$ cat src/sarc_pkg.sv
// sarc_pkg: constants and carrier types for the converter sequencer.
// assumes one peripheral clock domain; all users import sarc_pkg::*.
package sarc_pkg;
   localparam int DATA_W = 10;
   localparam int ACC_W = 16;
   localparam int CONV_CYCLES = 13;
   localparam logic [3:0] CONV_LAST = 4'(CONV_CYCLES - 1);
   localparam int DIV_W = 8;
   localparam logic [2:0] REF_INTERNAL = 3'h0;
   localparam logic [4:0] CHAN_RESET = 5'h00;
   localparam logic [3:0] LFSR_SEED = 4'h9;
   // window compare modes
   localparam logic [2:0] WIN_OFF = 3'h0;
   localparam logic [2:0] WIN_BELOW = 3'h1;
   localparam logic [2:0] WIN_ABOVE = 3'h2;
   localparam logic [2:0] WIN_INSIDE = 3'h3;
   localparam logic [2:0] WIN_OUTSIDE = 3'h4;

   typedef enum logic [3:0] {
      SARC_IDLE = 4'b0001,
      SARC_WAIT = 4'b0010,
      SARC_CONV = 4'b0100,
      SARC_GAP = 4'b1000
   } sarc_state_e;

   // software-held configuration bits
   typedef struct packed {
      logic enable;
      logic contMode;
      logic evStartEn;
      logic resIntEn;
      logic runWhenHalted;
      logic resSel8;
      logic delayVarEn;
      logic [4:0] chanSel;
      logic [2:0] reference_select;
      logic [2:0] divSel;
      logic [2:0] accumSel;
      logic [3:0] sampDelay;
      logic [2:0] winMode;
      logic [ACC_W-1:0] winLow;
      logic [ACC_W-1:0] winHigh;
   } sarc_cfg_s;
endpackage

$ cat src/sarc_conv_ctrl.sv
// sarc_conv_ctrl: sequencer, divider, accumulator and window compare of
// a 10-bit successive-approximation converter.
// assumes the analog macro presents its code on convData at the last
// converter clock of a conversion, and that software pulses are one cycle.
//
// Operation
// - writing start launches a conversion; start bit reads one while busy
// - single mode clears the start bit by hardware at completion
// - channel change during conversion applies only after it completes
// - result-ready flag is set when the triggered operation ends
// - interrupt requested only with flag, enable and global enable all set
// - flag sets on completion whether or not the interrupt is enabled
// - with event start enabled an incoming event while idle triggers a conversion; events while busy are dropped
// - event input is edge sensitive and sets the start bit
// - continuous mode restarts right after each completion, each sets flag
// - reference and channel apply only while enabled; power off otherwise
// - result is 10 bits (8 with resSel8), right justified
// - burst accumulation of up to 64 results into one result
// - window compare limits interrupts to below, above, inside or outside
// - configurable delay between burst samples with optional random variation
// - converter clock comes from a programmable divider of core clock
// - debugger halt stops the converter unless run-when-halted is set
// - channel field picks one of twelve pins, ground, reference or sensor
// - enabled touch controller takes control of starting conversions instead of software
// - after reset the reference selection is the internal reference
// - a normal conversion takes 13 converter clock cycles
// - flag clears on result read or on writing one to it
// - conversion begins on the next rising converter clock edge
// - divider counter held in reset while no conversion is ongoing
`timescale 1ns/1ps
module sarc_conv_ctrl (
   input wire logic core_clk,
   input wire logic rstn,
   input wire sarc_pkg::sarc_cfg_s cfg,
   input wire logic startWrite,
   input wire logic flagClearWrite,
   input wire logic resultRead,
   input wire logic globalIntEn,
   input wire logic eventIn,
   input wire logic debugHalted,
   input wire logic touchEnable,
   input wire logic touchStart,
   input wire logic [sarc_pkg::DATA_W-1:0] convData,
   output logic startBit,
   output logic resultReady,
   output logic intReq,
   output logic [sarc_pkg::ACC_W-1:0] result,
   output logic [4:0] appliedChan,
   output logic [2:0] appliedRef,
   output logic convPowerEn,
   output logic convClk,
   output logic sampleStart
);
   import sarc_pkg::*;

   sarc_state_e state_r, state_nxt;
   logic startBit_r, startBit_nxt;
   logic flag_r, flag_nxt;
   logic intReq_r, intReq_nxt;
   logic [ACC_W-1:0] result_r, result_nxt;
   logic [ACC_W-1:0] acc_r, acc_nxt;
   logic [4:0] chan_r, chan_nxt;
   logic [2:0] ref_r, ref_nxt;
   logic [DIV_W-1:0] divCnt_r, divCnt_nxt;
   logic clk_r, clk_nxt;
   logic [3:0] cycCnt_r, cycCnt_nxt;
   logic [5:0] sampCnt_r, sampCnt_nxt;
   logic [4:0] gapCnt_r, gapCnt_nxt;
   logic [3:0] lfsr_r, lfsr_nxt;
   logic evPrev_r, evPrev_nxt;
   logic winHit_r, winHit_nxt;
   logic sampleStart_r, sampleStart_nxt;
   logic halted, trigger, adcRise, doneNow;
   logic [DIV_W-1:0] halfDiv;
   logic [5:0] lastSample;
   logic [ACC_W-1:0] sample, total;

   // shared decode of triggers, divider edge and burst arithmetic
   always_comb begin
      halted = debugHalted & ~cfg.runWhenHalted;
      // touch controller owns the start source while enabled
      trigger = touchEnable ? touchStart :
         (startWrite | (cfg.evStartEn & eventIn & ~evPrev_r));
      halfDiv = DIV_W'(1) << cfg.divSel;
      adcRise = (divCnt_r == halfDiv - DIV_W'(1)) & ~clk_r;
      lastSample = 6'((7'd1 << cfg.accumSel) - 7'd1);
      // reduced resolution drops the two low bits, still right justified
      sample = cfg.resSel8 ? ACC_W'(convData[DATA_W-1:2]) : ACC_W'(convData);
      total = acc_r + sample;
      doneNow = (state_r == SARC_CONV) & adcRise & (cycCnt_r == CONV_LAST) & ~halted
         & (sampCnt_r == lastSample) & cfg.enable;
   end

   // sequencer next state
   always_comb begin
      state_nxt = state_r;
      startBit_nxt = startBit_r;
      acc_nxt = acc_r;
      result_nxt = result_r;
      chan_nxt = chan_r;
      ref_nxt = ref_r;
      divCnt_nxt = divCnt_r;
      clk_nxt = clk_r;
      cycCnt_nxt = cycCnt_r;
      sampCnt_nxt = sampCnt_r;
      gapCnt_nxt = gapCnt_r;
      lfsr_nxt = {lfsr_r[2:0], lfsr_r[3] ^ lfsr_r[2]};
      evPrev_nxt = eventIn;
      winHit_nxt = winHit_r;
      sampleStart_nxt = 1'b0;
      flag_nxt = flag_r & ~(flagClearWrite | resultRead);
      // selections track software only when enabled and not converting
      if (cfg.enable && state_r == SARC_IDLE) begin
         chan_nxt = cfg.chanSel;
         ref_nxt = cfg.reference_select;
      end
      // divider runs only during a conversion and not halted; held at zero while idle, frozen while halted
      if (state_r == SARC_IDLE) begin
         divCnt_nxt = '0;
         clk_nxt = 1'b0;
      end else if (!halted) begin
         if (divCnt_r == halfDiv - DIV_W'(1)) begin
            divCnt_nxt = '0;
            clk_nxt = ~clk_r;
         end else begin
            divCnt_nxt = divCnt_r + DIV_W'(1);
         end
      end
      if (!cfg.enable) begin
         state_nxt = SARC_IDLE;
         startBit_nxt = 1'b0;
      end else if (!halted) begin
         unique case (state_r)
            SARC_IDLE: begin
               // busy states never look at trigger, so no restart
               if (trigger) begin
                  startBit_nxt = 1'b1;
                  state_nxt = SARC_WAIT;
                  acc_nxt = '0;
                  sampCnt_nxt = '0;
               end
            end
            SARC_WAIT: begin
               if (adcRise) begin
                  state_nxt = SARC_CONV;
                  cycCnt_nxt = '0;
                  sampleStart_nxt = 1'b1;
               end
            end
            SARC_CONV: begin
               if (adcRise) begin
                  cycCnt_nxt = cycCnt_r + 4'd1;
                  if (cycCnt_r == CONV_LAST) begin
                     acc_nxt = total;
                     if (sampCnt_r != lastSample) begin
                        // jitter of one converter clock breaks up aliasing
                        gapCnt_nxt = {1'b0, cfg.sampDelay} +
                           5'(cfg.delayVarEn & lfsr_r[0]);
                        sampCnt_nxt = sampCnt_r + 6'd1;
                        state_nxt = SARC_GAP;
                     end else begin
                        result_nxt = total;
                        chan_nxt = cfg.chanSel;
                        ref_nxt = cfg.reference_select;
                        winHit_nxt = (cfg.winMode == WIN_OFF) ||
                           (cfg.winMode == WIN_BELOW && total < cfg.winLow) ||
                           (cfg.winMode == WIN_ABOVE && total > cfg.winHigh) ||
                           (cfg.winMode == WIN_INSIDE && total >= cfg.winLow &&
                              total <= cfg.winHigh) ||
                           (cfg.winMode == WIN_OUTSIDE && (total < cfg.winLow ||
                              total > cfg.winHigh));
                        acc_nxt = '0;
                        sampCnt_nxt = '0;
                        if (cfg.contMode) begin
                           state_nxt = SARC_WAIT;
                        end else begin
                           state_nxt = SARC_IDLE;
                           startBit_nxt = 1'b0;
                        end
                     end
                  end
               end
            end
            SARC_GAP: begin
               if (adcRise) begin
                  if (gapCnt_r == 5'd0) begin
                     state_nxt = SARC_CONV;
                     cycCnt_nxt = '0;
                     sampleStart_nxt = 1'b1;
                  end else begin
                     gapCnt_nxt = gapCnt_r - 5'd1;
                  end
               end
            end
            default: state_nxt = SARC_IDLE;
         endcase
      end
      // set wins over a clear in the same cycle
      if (doneNow) begin
         flag_nxt = 1'b1;
      end
      intReq_nxt = flag_nxt & cfg.resIntEn & globalIntEn & winHit_nxt;
   end

   // sequencer registers
   always_ff @(posedge core_clk or negedge rstn) begin
      if (!rstn) begin
         state_r <= SARC_IDLE;
         startBit_r <= 1'b0;
         flag_r <= 1'b0;
         intReq_r <= 1'b0;
         result_r <= '0;
         acc_r <= '0;
         chan_r <= CHAN_RESET;
         ref_r <= REF_INTERNAL;
         divCnt_r <= '0;
         clk_r <= 1'b0;
         cycCnt_r <= '0;
         sampCnt_r <= '0;
         gapCnt_r <= '0;
         lfsr_r <= LFSR_SEED;
         evPrev_r <= 1'b0;
         winHit_r <= 1'b1;
         sampleStart_r <= 1'b0;
      end else begin
         state_r <= state_nxt;
         startBit_r <= startBit_nxt;
         flag_r <= flag_nxt;
         intReq_r <= intReq_nxt;
         result_r <= result_nxt;
         acc_r <= acc_nxt;
         chan_r <= chan_nxt;
         ref_r <= ref_nxt;
         divCnt_r <= divCnt_nxt;
         clk_r <= clk_nxt;
         cycCnt_r <= cycCnt_nxt;
         sampCnt_r <= sampCnt_nxt;
         gapCnt_r <= gapCnt_nxt;
         lfsr_r <= lfsr_nxt;
         evPrev_r <= evPrev_nxt;
         winHit_r <= winHit_nxt;
         sampleStart_r <= sampleStart_nxt;
      end
   end

   // power gate follows enable one cycle late; outputs are flops
   logic power_r;
   always_ff @(posedge core_clk or negedge rstn) begin
      if (!rstn) begin
         power_r <= 1'b0;
      end else begin
         power_r <= cfg.enable;
      end
   end

   assign startBit = startBit_r;
   assign resultReady = flag_r;
   assign intReq = intReq_r;
   assign result = result_r;
   assign appliedChan = chan_r;
   assign appliedRef = ref_r;
   assign convPowerEn = power_r;
   assign convClk = clk_r;
   assign sampleStart = sampleStart_r;

   // checks on the sequencer
   property p_busyShowsStart;
      @(posedge core_clk) disable iff (!rstn)
      (state_r != SARC_IDLE) |-> startBit_r;
   endproperty
   a_busyShowsStart: assert property (p_busyShowsStart) else $error("busy without start");

   property p_singleClears;
      @(posedge core_clk) disable iff (!rstn)
      (doneNow && !cfg.contMode) |=> (!startBit_r && state_r == SARC_IDLE);
   endproperty
   a_singleClears: assert property (p_singleClears) else $error("start not cleared");

   property p_chanLocked;
      @(posedge core_clk) disable iff (!rstn)
      (state_r == SARC_CONV && $past(state_r) == SARC_CONV) |-> $stable(chan_r);
   endproperty
   a_chanLocked: assert property (p_chanLocked) else $error("channel moved mid conversion");

   property p_doneFlag;
      @(posedge core_clk) disable iff (!rstn)
      doneNow |=> flag_r && result_r == $past(total);
   endproperty
   a_doneFlag: assert property (p_doneFlag) else $error("flag or result missing");

   property p_intGate;
      @(posedge core_clk) disable iff (!rstn)
      intReq_r == (flag_r && winHit_r && $past(cfg.resIntEn) && $past(globalIntEn));
   endproperty
   a_intGate: assert property (p_intGate) else $error("interrupt without flag");

   property p_eventTrig;
      @(posedge core_clk) disable iff (!rstn)
      (state_r == SARC_IDLE && cfg.enable && !halted && !touchEnable && cfg.evStartEn
         && eventIn && !evPrev_r) |=> (startBit_r && state_r == SARC_WAIT);
   endproperty
   a_eventTrig: assert property (p_eventTrig) else $error("event edge ignored");

   property p_contRestart;
      @(posedge core_clk) disable iff (!rstn)
      (doneNow && cfg.contMode) |=> (state_r == SARC_WAIT && startBit_r);
   endproperty
   a_contRestart: assert property (p_contRestart) else $error("no restart");

   property p_abort;
      @(posedge core_clk) disable iff (!rstn)
      (!cfg.enable && !flag_r) |=> (state_r == SARC_IDLE && !startBit_r && !flag_r);
   endproperty
   a_abort: assert property (p_abort) else $error("disable did not abort");

   property p_divHeld;
      @(posedge core_clk) disable iff (!rstn)
      (state_r == SARC_IDLE) |=> ($past(state_r) != SARC_IDLE || divCnt_r == '0);
   endproperty
   a_divHeld: assert property (p_divHeld) else $error("divider ran while idle");

   property p_haltFreeze;
      @(posedge core_clk) disable iff (!rstn)
      (halted && cfg.enable) |=> ($stable(cycCnt_r) && $stable(state_r));
   endproperty
   a_haltFreeze: assert property (p_haltFreeze) else $error("ran while halted");

   c_single: cover property (@(posedge core_clk) disable iff (!rstn)
      doneNow && !cfg.contMode);
   c_cont: cover property (@(posedge core_clk) disable iff (!rstn)
      doneNow && cfg.contMode);
   c_burst: cover property (@(posedge core_clk) disable iff (!rstn)
      doneNow && sampCnt_r != 6'd0);
endmodule

$ cat config.mk
export PLATFORM = sky130hd
export DESIGN_NAME = sarc_conv_ctrl
export DESIGN_NICKNAME = d
export VERILOG_FILES = /design/src/sarc_pkg.sv /design/src/sarc_conv_ctrl.sv
export SDC_FILE = /design/constraint.sdc
export NUM_CORES = 1
export LEC_CHECK = 0
export BUFFER_PORTS_ARGS = -buffer_cell sky130_fd_sc_hd__buf_2
export CAP_MARGIN = 30
export CORE_MARGIN = 5
export CORE_UTILIZATION = 56
export CTS_CLUSTER_DIAMETER = 120
export CTS_CLUSTER_SIZE = 14
export DETAILED_ROUTE_END_ITERATION = 12
export GPL_ROUTABILITY_DRIVEN = 0
export PLACE_DENSITY = 0.77
export SLEW_MARGIN = 40
export SYNTH_ARGS = -nofsm -noshare
export SYNTH_HDL_FRONTEND = slang
export SYNTH_SLANG_ARGS = --single-unit
$ cat constraint.sdc
create_clock -name core_clk -period 4.6 [get_ports core_clk]
set_input_delay 0.92 -clock core_clk [delete_from_list [all_inputs] [get_ports core_clk]]
set_output_delay 0.92 -clock core_clk [all_outputs]
set_load 0.05 [all_outputs]
==> results of run 1 <==
-- layer usage --
metal	vias up	share of wire	track usage
li1	2489	-	-
met1	2486	0.42	0.318
met2	145	0.50	0.413
met3	32	0.043	0.0282
met4	0	0.029	0.111
met5	-	0	0
-- cell families after synthesis --
logic type	Yosys count	share of synthesized area
xor+xnor	31	0.0488
simple gates	203	0.184
mux	35	0.0699
buf+inv	67	0.0483
compound gates	143	0.172
flops	79	0.356
fa+ha+maj	53	0.120
-- synth_stat cells, types with 4 or more instances --
cell type	number
xor2_1	12
a21o_1	8
nor2_1	45
nor2b_1	15
o31ai_1	11
a21oi_1	36
mux2i_1	4
a31oi_1	6
inv_1	51
ha_1	52
nand2b_1	5
dfstp_2	4
dfrtp_1	75
nand3_1	17
nor4_1	4
mux2_2	31
or3_1	10
clkbuf_1	9
xnor2_1	19
a211oi_1	6
nand4_1	10
o21ai_0	37
and2_1	9
nor3_1	12
nand2_1	58
-- sequential cells by signal, indices dropped and copies added (netlist names), 3 cells and up --
signal	flops
result	16
acc_r	16
cycCnt_r	4
lfsr_r	4
divCnt_r	8
appliedRef	3
sampCnt_r	6
state_r	4
appliedChan	5
gapCnt_r	5
-- cell type report --
cell class / count / area (µm²)
Clock inverter: 5 / 33.8
Inverter: 53 / 199
Sequential cell: 79 / 1980
Timing Repair Buffer: 153 / 921
Multi-Input combinational cell: 465 / 3420
Fill cell: 778 / 2870
Clock buffer: 11 / 131
Tap cell: 133 / 166
-- power by group --
part	internal, W	switching [W]
Combinational	0.000225	0.000398
Clock	0.000196	0.000270
Sequential	0.000752	0.0000464
-- critical path: cells and delay by family --
| family | cells | cell delay [ns] |
|---|---|---|
| AO/OA/AOI/OAI | 8 | 1.85 |
| adder cells (fa/ha/maj) | 3 | 0.83 |
| buffers and inverters | 4 | 0.45 |
| multiplexers | 1 | 0.20 |
| AND/OR/NAND/NOR | 5 | 0.45 |
-- through the flow --
stage	hold WS (ns)	utilization
3_3_place_gp	0.335	0.668
3_5_place_dp	0.341	0.668
5_1_grt	0.366	0.705
2_1_floorplan	0.331	-
6_report	0.354	0.705
4_1_cts	0.360	0.686
-- repair_timing --
| item | CTS | global route |
|---|---|---|
| buffers inserted | 0 | 7 |
| gates cloned | 0 | 0 |
| pin swaps | 0 | 16 |
| endpoints found under the setup margin | 2 | 2 |
| resized for setup | 1 | 23 |
-- worst max path at each step --
stage	to	startpoint	slack, ns
after CTS	intReq	cfg[54]	0.04
after global routing	intReq	cfg[54]	-0.07
after global placement	intReq	cfg[54]	-0.15
after floorplan	intReq	cfg[54]	0.006
final	intReq	cfg[54]	0.14
after detailed placement	intReq	cfg[54]	-0.41
-- placed cells by master, fill, tap and decap left out, drive strengths merged, types with 4 or more instances in the layout --
cell type	count
a211oi	7
a21o	8
a21oi	36
a31oi	6
and2	10
buf	153
clkbuf	11
dfrtp	75
dfstp	4
ha	52
inv	53
mux2	31
mux2i	4
nand2	59
nand2b	5
nand3	17
nand4	10
nor2	45
nor2b	15
nor3	12
nor4	4
nor4b	5
o21ai	37
o31ai	11
or3	10
xnor2	19
xor2	12
==> out/results.tsv, run 1 <==
metric	value	unit
worst_slew_pin_slew	0.852	ns
drc	0	
rsz0062_at_grt	yes	
fin_crit	4.46	ns
min_path_cells	0	
peakVddDrop	0.410	mV
drv_cap	0	
cts_max_level	3	
drive_gt1_frac	0.303	
die_h	110	µm
port_buffers	109	
fp.coreArea	9730	µm²
setup_ws	0.135	ns
slew_headroom	0.430	
overflow	0	
crit_chain	buf_12 > mux2_4 > ha_4 > inv_2 > fa_2 > nor2b_2 > o31a_1 > o2111ai_2 > a21boi_4 > nor4_2 > a311o_1 > ha_1 > nand4_1 > buf_4 > nor2_2 > a221oi_2 > o211ai_1 > buf_4 > a211o_1 > nand2_2 > o32ai_2	
dp.cells	875	
synth_cells	611	
synth_edf_count	0	
finalSetupTns	0	ns
post-route-period-util	0.971	
ys_seq_area_frac	0.356	
async_reset_ff_frac	1.00	
cts_buffer_depth	2	
drtIter0Drc	229	
avgSynthCellArea	9.11	µm²
grt_pass1_wl	23.4	mm
synth_flop_cell	dfrtp_1	
yosysTopAreaCellShare	0.337	
nets	894	
worstRegToRegCells	19	
rr_startpoint	acc_r[0]	
outcome	completed	
drt-vias-per-instance	5.73	
clock_sinks	79	
ys_ff_latch	79	
startpoint_type	primary input	
final-setup-viol-count	0	
postRouteAntennaNets	0	
syn_to_final_growth	23.1	%
synthTopCellsByArea	dfrtp_1, ha_1, mux2_2, nand2_1, inv_1	
antenna_found_initial	0	
initial_utilization	0.572	
yosys_warnings	0	
p_leak	3.45	nW
ys_types	67	
critPathMostFrequentCell	buf_4	
dpl.hpwl	10.9	mm
clk_pin_slew	0.08	ns
tritoncts	done	
whs_endpoint	lfsr_r[2]	
fin_skew	0.00878	ns
grt_use_total	0.246	
arrival	4.71	ns
fmax	224	MHz
boundaryPins	110	
hold_viol_final	0	
wl_per_cell	15.8	µm
rows	36	
power_density	275	nW/µm²
slew_violations	0	
die_area	12000	µm²
routed_wl	14.2	mm
cp-end-kind	flop	
cts_buffers	9	
antennaDiodeCount	0	
die-width	110	µm
vias	5152	
cp_slowest_cell	a311o_1	
stdcell_count	899	
grt_pass1_vias	5131	
ctsHoldBuffers	0	
synth_area	5570	µm²
grt_max_degree	80	
crit_fanout	5	
yosys.area.top_type	dfrtp_1	
firstDrtPassIters	5	
pre_cts_ws	-0.415	ns
clock-root-buffer	clkbuf_8	
synthesis.nets	744	
power	0.00189	W
clk_latency	0.37	ns
hold_start	lfsr_r[1]	
hp-class	flop to flop	
max_stage_delay	0.39	ns
worstPathRequired	4.84	ns
timing.rr.end	intReq	
postLayoutCellArea	6860	µm²
regToRegSetupSlack	0.55	ns
critical_path_class	primary input to flop	
postPlaceCellArea	6500	µm²
Power figures use the tool's default switching activity.
==> inputs of run 2 (changes only) <==
--- a/config.mk
+++ b/config.mk
@@ -7,7 +7,7 @@
 export LEC_CHECK = 0
 export BUFFER_PORTS_ARGS = -buffer_cell sky130_fd_sc_hd__buf_2
 export CAP_MARGIN = 30
-export CORE_MARGIN = 5
+export CORE_MARGIN = 2
 export CORE_UTILIZATION = 56
 export CTS_CLUSTER_DIAMETER = 120
 export CTS_CLUSTER_SIZE = 14
==> out/results.tsv, run 2 (synthesis results as in run 1) <==
metric	value	unit	change
dpl.hpwl	10.4	mm	-4.6%
outcome	completed		
fp.coreArea	9730	µm²	unchanged
drtIter0Drc	352		+54%
overflow	0		unchanged
cp-end-kind	flop		
routed_wl	13.7	mm	-3.7%
crit_fanout	7		+2
fin_crit	4.49	ns	+0.0268 ns
slew_violations	0		unchanged
worstPathRequired	4.87	ns	+0.03 ns
antennaDiodeCount	0		unchanged
arrival	4.76	ns	+0.05 ns
final-setup-viol-count	0		unchanged
grt_use_met2	0.443		+0.0299
worst_slew_pin_slew	0.715	ns	-0.137 ns
clk_pin_slew	0.08	ns	about the same
die_h	104	µm	-5.5%
layout_common_cells	buf_2, dfrtp_1, nand2_1, inv_1, ha_1		
clk_latency	0.36	ns	about the same
stdcell_count	899		unchanged
grtUsageMet3	0.0403		+0.0121
nets	894		unchanged
syn_to_final_growth	22.9	%	
setup_ws	0.109	ns	-0.0268 ns
clock_sinks	79		unchanged
layout_commonest_cell	buf_2		
port_buffers	109		unchanged
startpoint_type	primary input		
die-width	104	µm	-5.5%
drt-vias-per-instance	5.64		-1.6%
pre_cts_ws	-0.358	ns	+0.0566 ns
top_usage_layer	met2		
grt_use_total	0.260		+0.0143
rows	36		unchanged
cts_buffers	9		unchanged
hold_viol_final	0		unchanged
drive_gt1_frac	0.300		-0.00261
nFillCells	789		+1.4%
postRouteAntennaNets	0		unchanged
initial_utilization	0.572		unchanged
clock-root-buffer	clkbuf_8		
drv_cap	0		unchanged
firstDrtPassIters	5		unchanged
grt_pass1_vias	5082		-0.95%
met1_usage	0.327		+0.00967
postPlaceCellArea	6530	µm²	+0.42%
p_leak	3.46	nW	+0.17%
post-route-period-util	0.976		+0.00583
cts_buffer_depth	2		unchanged
die_area	10800	µm²	-11%
grt_pass1_wl	23.1	mm	-1.5%
tritoncts	done		
drc	0		unchanged
peakVddDrop	0.376	mV	-8.3%
boundaryPins	110		unchanged
power_density	287	nW/µm²	+4.1%
fmax	223	MHz	-0.60%
cts_max_level	3		unchanged
vias	5069		-1.6%
postLayoutCellArea	6850	µm²	-0.18%
wl_per_cell	15.2	µm	-3.7%
slew_headroom	0.522		+0.0919
power	0.00196	W	+3.9%
dp.cells	878		+0.34%
fin_skew	0.00604	ns	-0.00274 ns
grt_max_degree	80		unchanged
hp-class	flop to flop		
antenna_found_initial	0		unchanged
critical_path_class	primary input to flop		
run 2: cell types whose count changed in the layout (fill, tap and decap cells not counted), sizes merged:
cell      change
clkinvlp      -2
inv           -1
clkinv        +2
bufinv        +1
run 2: metal layers:
layer	vias up	part of all wire
li1	2484	-
met3	32	0.040
met1	2412	0.44
met2	141	0.50
met5	-	0
met4	0	0.023
run 2: area by class of cell:
class                           instances  area [µm²]  area share
Clock buffer                           11         141      0.0207
Clock inverter                          5        57.6     0.00841
Inverter                               53         199      0.0291
Multi-Input combinational cell        465        3410       0.498
Sequential cell                        79        1980       0.290
Tap cell                              133         166      0.0243
Timing Repair Buffer                  153         888       0.130
run 2: power by group:
group	switching, W	internal (W)	leakage, nW
sequential	0.0000486	0.000752	1.06
clock	0.000267	0.000266	0.103
combinational	0.000402	0.000226	2.29
total	0.000717	0.00124	3.46
run 2: critical path, stage by stage:
cell and delay (ns):
buf_6 0.12, buf_4 0.12, mux2_2 0.32, ha_1 0.20, buf_4 0.15, o31a_1 0.31, o2111ai_2 0.27, a21boi_2 0.13
buf_4 0.15, a311o_1 0.39, ha_1 0.30, nand4_1 0.12, buf_4 0.15, nor2_1 0.05, a221oi_2 0.22, o211ai_1 0.18
a22oi_1 0.24, a31oi_2 0.13, o32ai_2 0.26
run 2: repair_timing:
action                                  4_1_cts  5_1_grt
pin swaps                                     3       10
resized for setup                             2       15
endpoints found under the setup margin        1        2
setup buffers                                 0        5
hold buffers                                  0        0
run 2: stage by stage:
| step | utilization | setup TNS (ns) | hold WS (ns) |
|---|---|---|---|
| 2_1_floorplan | - | 0 | 0.331 |
| 3_3_place_gp | 0.670 | -0.317 | 0.333 |
| 3_5_place_dp | 0.671 | -0.665 | 0.336 |
| 4_1_cts | 0.692 | 0 | 0.355 |
| 5_1_grt | 0.704 | -0.0155 | 0.363 |
| 6_report | 0.704 | 0 | 0.357 |
run 2: path summary, 6_finish.rpt:
kind                            from        end  slack (ns)  cells past startpoint
max                          cfg[54]     intReq        0.11                     19
min                        lfsr_r[1]  lfsr_r[2]        0.36                      0
max reg2reg                 acc_r[0]     intReq        0.59                     17
min reg2reg                lfsr_r[1]  lfsr_r[2]        0.36                      0
max in group asynchronous       rstn   evPrev_r        3.53                      1
min in group asynchronous       rstn  result[3]        0.59                      1
==> inputs of run 3 (changes only) <==
--- a/config.mk
+++ b/config.mk
@@ -14,6 +14,7 @@
 export DETAILED_ROUTE_END_ITERATION = 12
 export GPL_ROUTABILITY_DRIVEN = 0
 export PLACE_DENSITY = 0.77
+export RECOVER_POWER = 50
 export SLEW_MARGIN = 40
 export SYNTH_ARGS = -nofsm -noshare
 export SYNTH_HDL_FRONTEND = slang
==> out/results.tsv, run 3 (synthesis results as in run 1) <==
metric	value	unit	change
antenna_found_initial	0		unchanged
p_int	0.00124	W	about the same
die_area	10800	µm²	unchanged
layout_commonest_cell	buf_2		
drc	0		unchanged
grt_max_degree	80		unchanged
worstPathRequired	4.86	ns	about the same
postRouteAntennaNets	0		unchanged
power_density	287	nW/µm²	+0.16%
clk_pin_slew	0.08	ns	about the same
startpoint_type	primary input		
grt_pass1_wl	23.1	mm	unchanged
routed_wl	13.7	mm	about the same
final-setup-viol-count	0		unchanged
hold_viol_final	0		unchanged
fin_skew	0.00755	ns	+0.00151 ns
fmax	222	MHz	-0.15%
switching_share	0.365		about the same
arrival	4.76	ns	about the same
hold_start	lfsr_r[1]		
wl_per_cell	15.2	µm	about the same
whs_endpoint	lfsr_r[2]		
outcome	finished, violations left		
violations	max-capacitance violations, max-slew violations		
dpl.hpwl	10.4	mm	unchanged
clock-root-buffer	clkbuf_8		
min_path_cells	0		unchanged
fin_crit	4.50	ns	+0.00693 ns
clock_sinks	79		unchanged
postPlaceCellArea	6530	µm²	unchanged
cp-end-kind	flop		
pre_cts_ws	-0.358	ns	unchanged
drv_cap	1		+1
power_frac_seq	0.409		about the same
drt-vias-per-instance	5.65		+0.20%
cts_buffers	9		unchanged
cts_buffer_depth	2		unchanged
boundaryPins	110		unchanged
hp-class	flop to flop		
crit_fanout	7		unchanged
overflow	0		unchanged
vias	5079		+0.20%
pwr-share-clk	0.272		about the same
cts_max_level	3		unchanged
rr_startpoint	acc_r[0]		
finalSetupTns	0	ns	unchanged
drive_gt1_frac	0.286		-0.0144
peakVddDrop	0.376	mV	about the same
syn_to_final_growth	22.6	%	
firstDrtPassIters	5		unchanged
port_buffers	109		unchanged
rows	36		unchanged
tritoncts	done		
power	0.00196	W	-0.11%
layout_common_cells	buf_2, dfrtp_1, nand2_1, inv_1, ha_1		
die_h	104	µm	unchanged
fp.coreArea	9730	µm²	unchanged
clk_latency	0.36	ns	about the same
p_leak	3.42	nW	-1.2%
critical_path_class	primary input to flop		
postLayoutCellArea	6830	µm²	-0.27%
setup_ws	0.102	ns	-0.00693 ns
nets	894		unchanged
pwr-share-comb	0.320		about the same
drtIter0Drc	273		-22%
regToRegSetupSlack	0.58	ns	about the same
slew_violations	80		+80
timing.rr.end	intReq		
worstRegToRegCells	17		unchanged
initial_utilization	0.572		unchanged
grt_pass1_vias	5082		unchanged
worst_slew_pin_slew	1.94	ns	+1.22 ns
grt_use_total	0.260		unchanged
p_sw	0.000716	W	-0.20%
die-width	104	µm	unchanged
antennaDiodeCount	0		unchanged
slew_headroom	-0.293		-0.816
post-route-period-util	0.978		+0.00151
## run 3: worst max-delay path, stage by stage
cell and delay [ns]:
buf_6 0.12, mux2_4 0.32, ha_4 0.17, inv_1 0.07, fa_2 0.22, nor2b_2 0.06, o31a_1 0.27, o2111ai_2 0.27
a21boi_2 0.13, buf_4 0.15, a311o_1 0.39, ha_1 0.30, nand4_1 0.13, buf_4 0.15, nor2_1 0.05, a221oi_2 0.22
o211ai_1 0.18, a22oi_1 0.24, a31oi_2 0.13, o32ai_2 0.26
## run 3: power groups by stage
stage	combinational (W)	sequential [W]	clock (W)
after floorplan	0.000292	0.000939	0
after global placement	0.000593	0.000807	0
after detailed placement	0.000615	0.000813	0
after CTS	0.000618	0.000799	0.000541
after global routing	0.000685	0.000811	0.000568
final	0.000627	0.000801	0.000532
## run 3: layer usage
| metal | vias to the layer above | part of all wire | GRT usage |
|---|---|---|---|
| li1 | 2487 | - | - |
| met1 | 2421 | 0.44 | 0.327 |
| met2 | 136 | 0.50 | 0.443 |
| met3 | 35 | 0.039 | 0.0403 |
| met4 | 0 | 0.024 | 0.116 |
| met5 | - | 0 | 0 |
## run 3: cell type report
cell class	count	area, µm²
Multi-Input combinational cell	465	3410
Fill cell	793	2900
Sequential cell	79	1980
Timing Repair Buffer	153	870
Inverter	53	199
Tap cell	133	166
Clock buffer	11	141
Clock inverter	5	57.6
## run 3: metrics by stage
step                instances  utilization  hold slack (ns)
floorplan                 611            -            0.331
global route              899        0.702            0.363
detailed placement        878        0.671            0.336
finish                    899        0.702            0.357
global placement          878        0.670            0.333
CTS                       894        0.692            0.355
## run 3: what timing repair did
item,CTS,global route
pin swaps,3,10
gates resized for setup,2,15
hold buffers,0,0
setup endpoints to repair,1,2
setup buffers,0,5
## run 3: worst max-delay path by stage
stage,to,from,cells past startpoint,slack [ns]
6_report,intReq,cfg[54],20,0.10
5_1_grt,intReq,cfg[54],19,-0.02
4_1_cts,intReq,cfg[54],18,0.04
3_5_place_dp,intReq,cfg[54],19,-0.36
3_3_place_gp,intReq,cfg[54],19,-0.18
2_1_floorplan,intReq,cfg[54],18,0.006
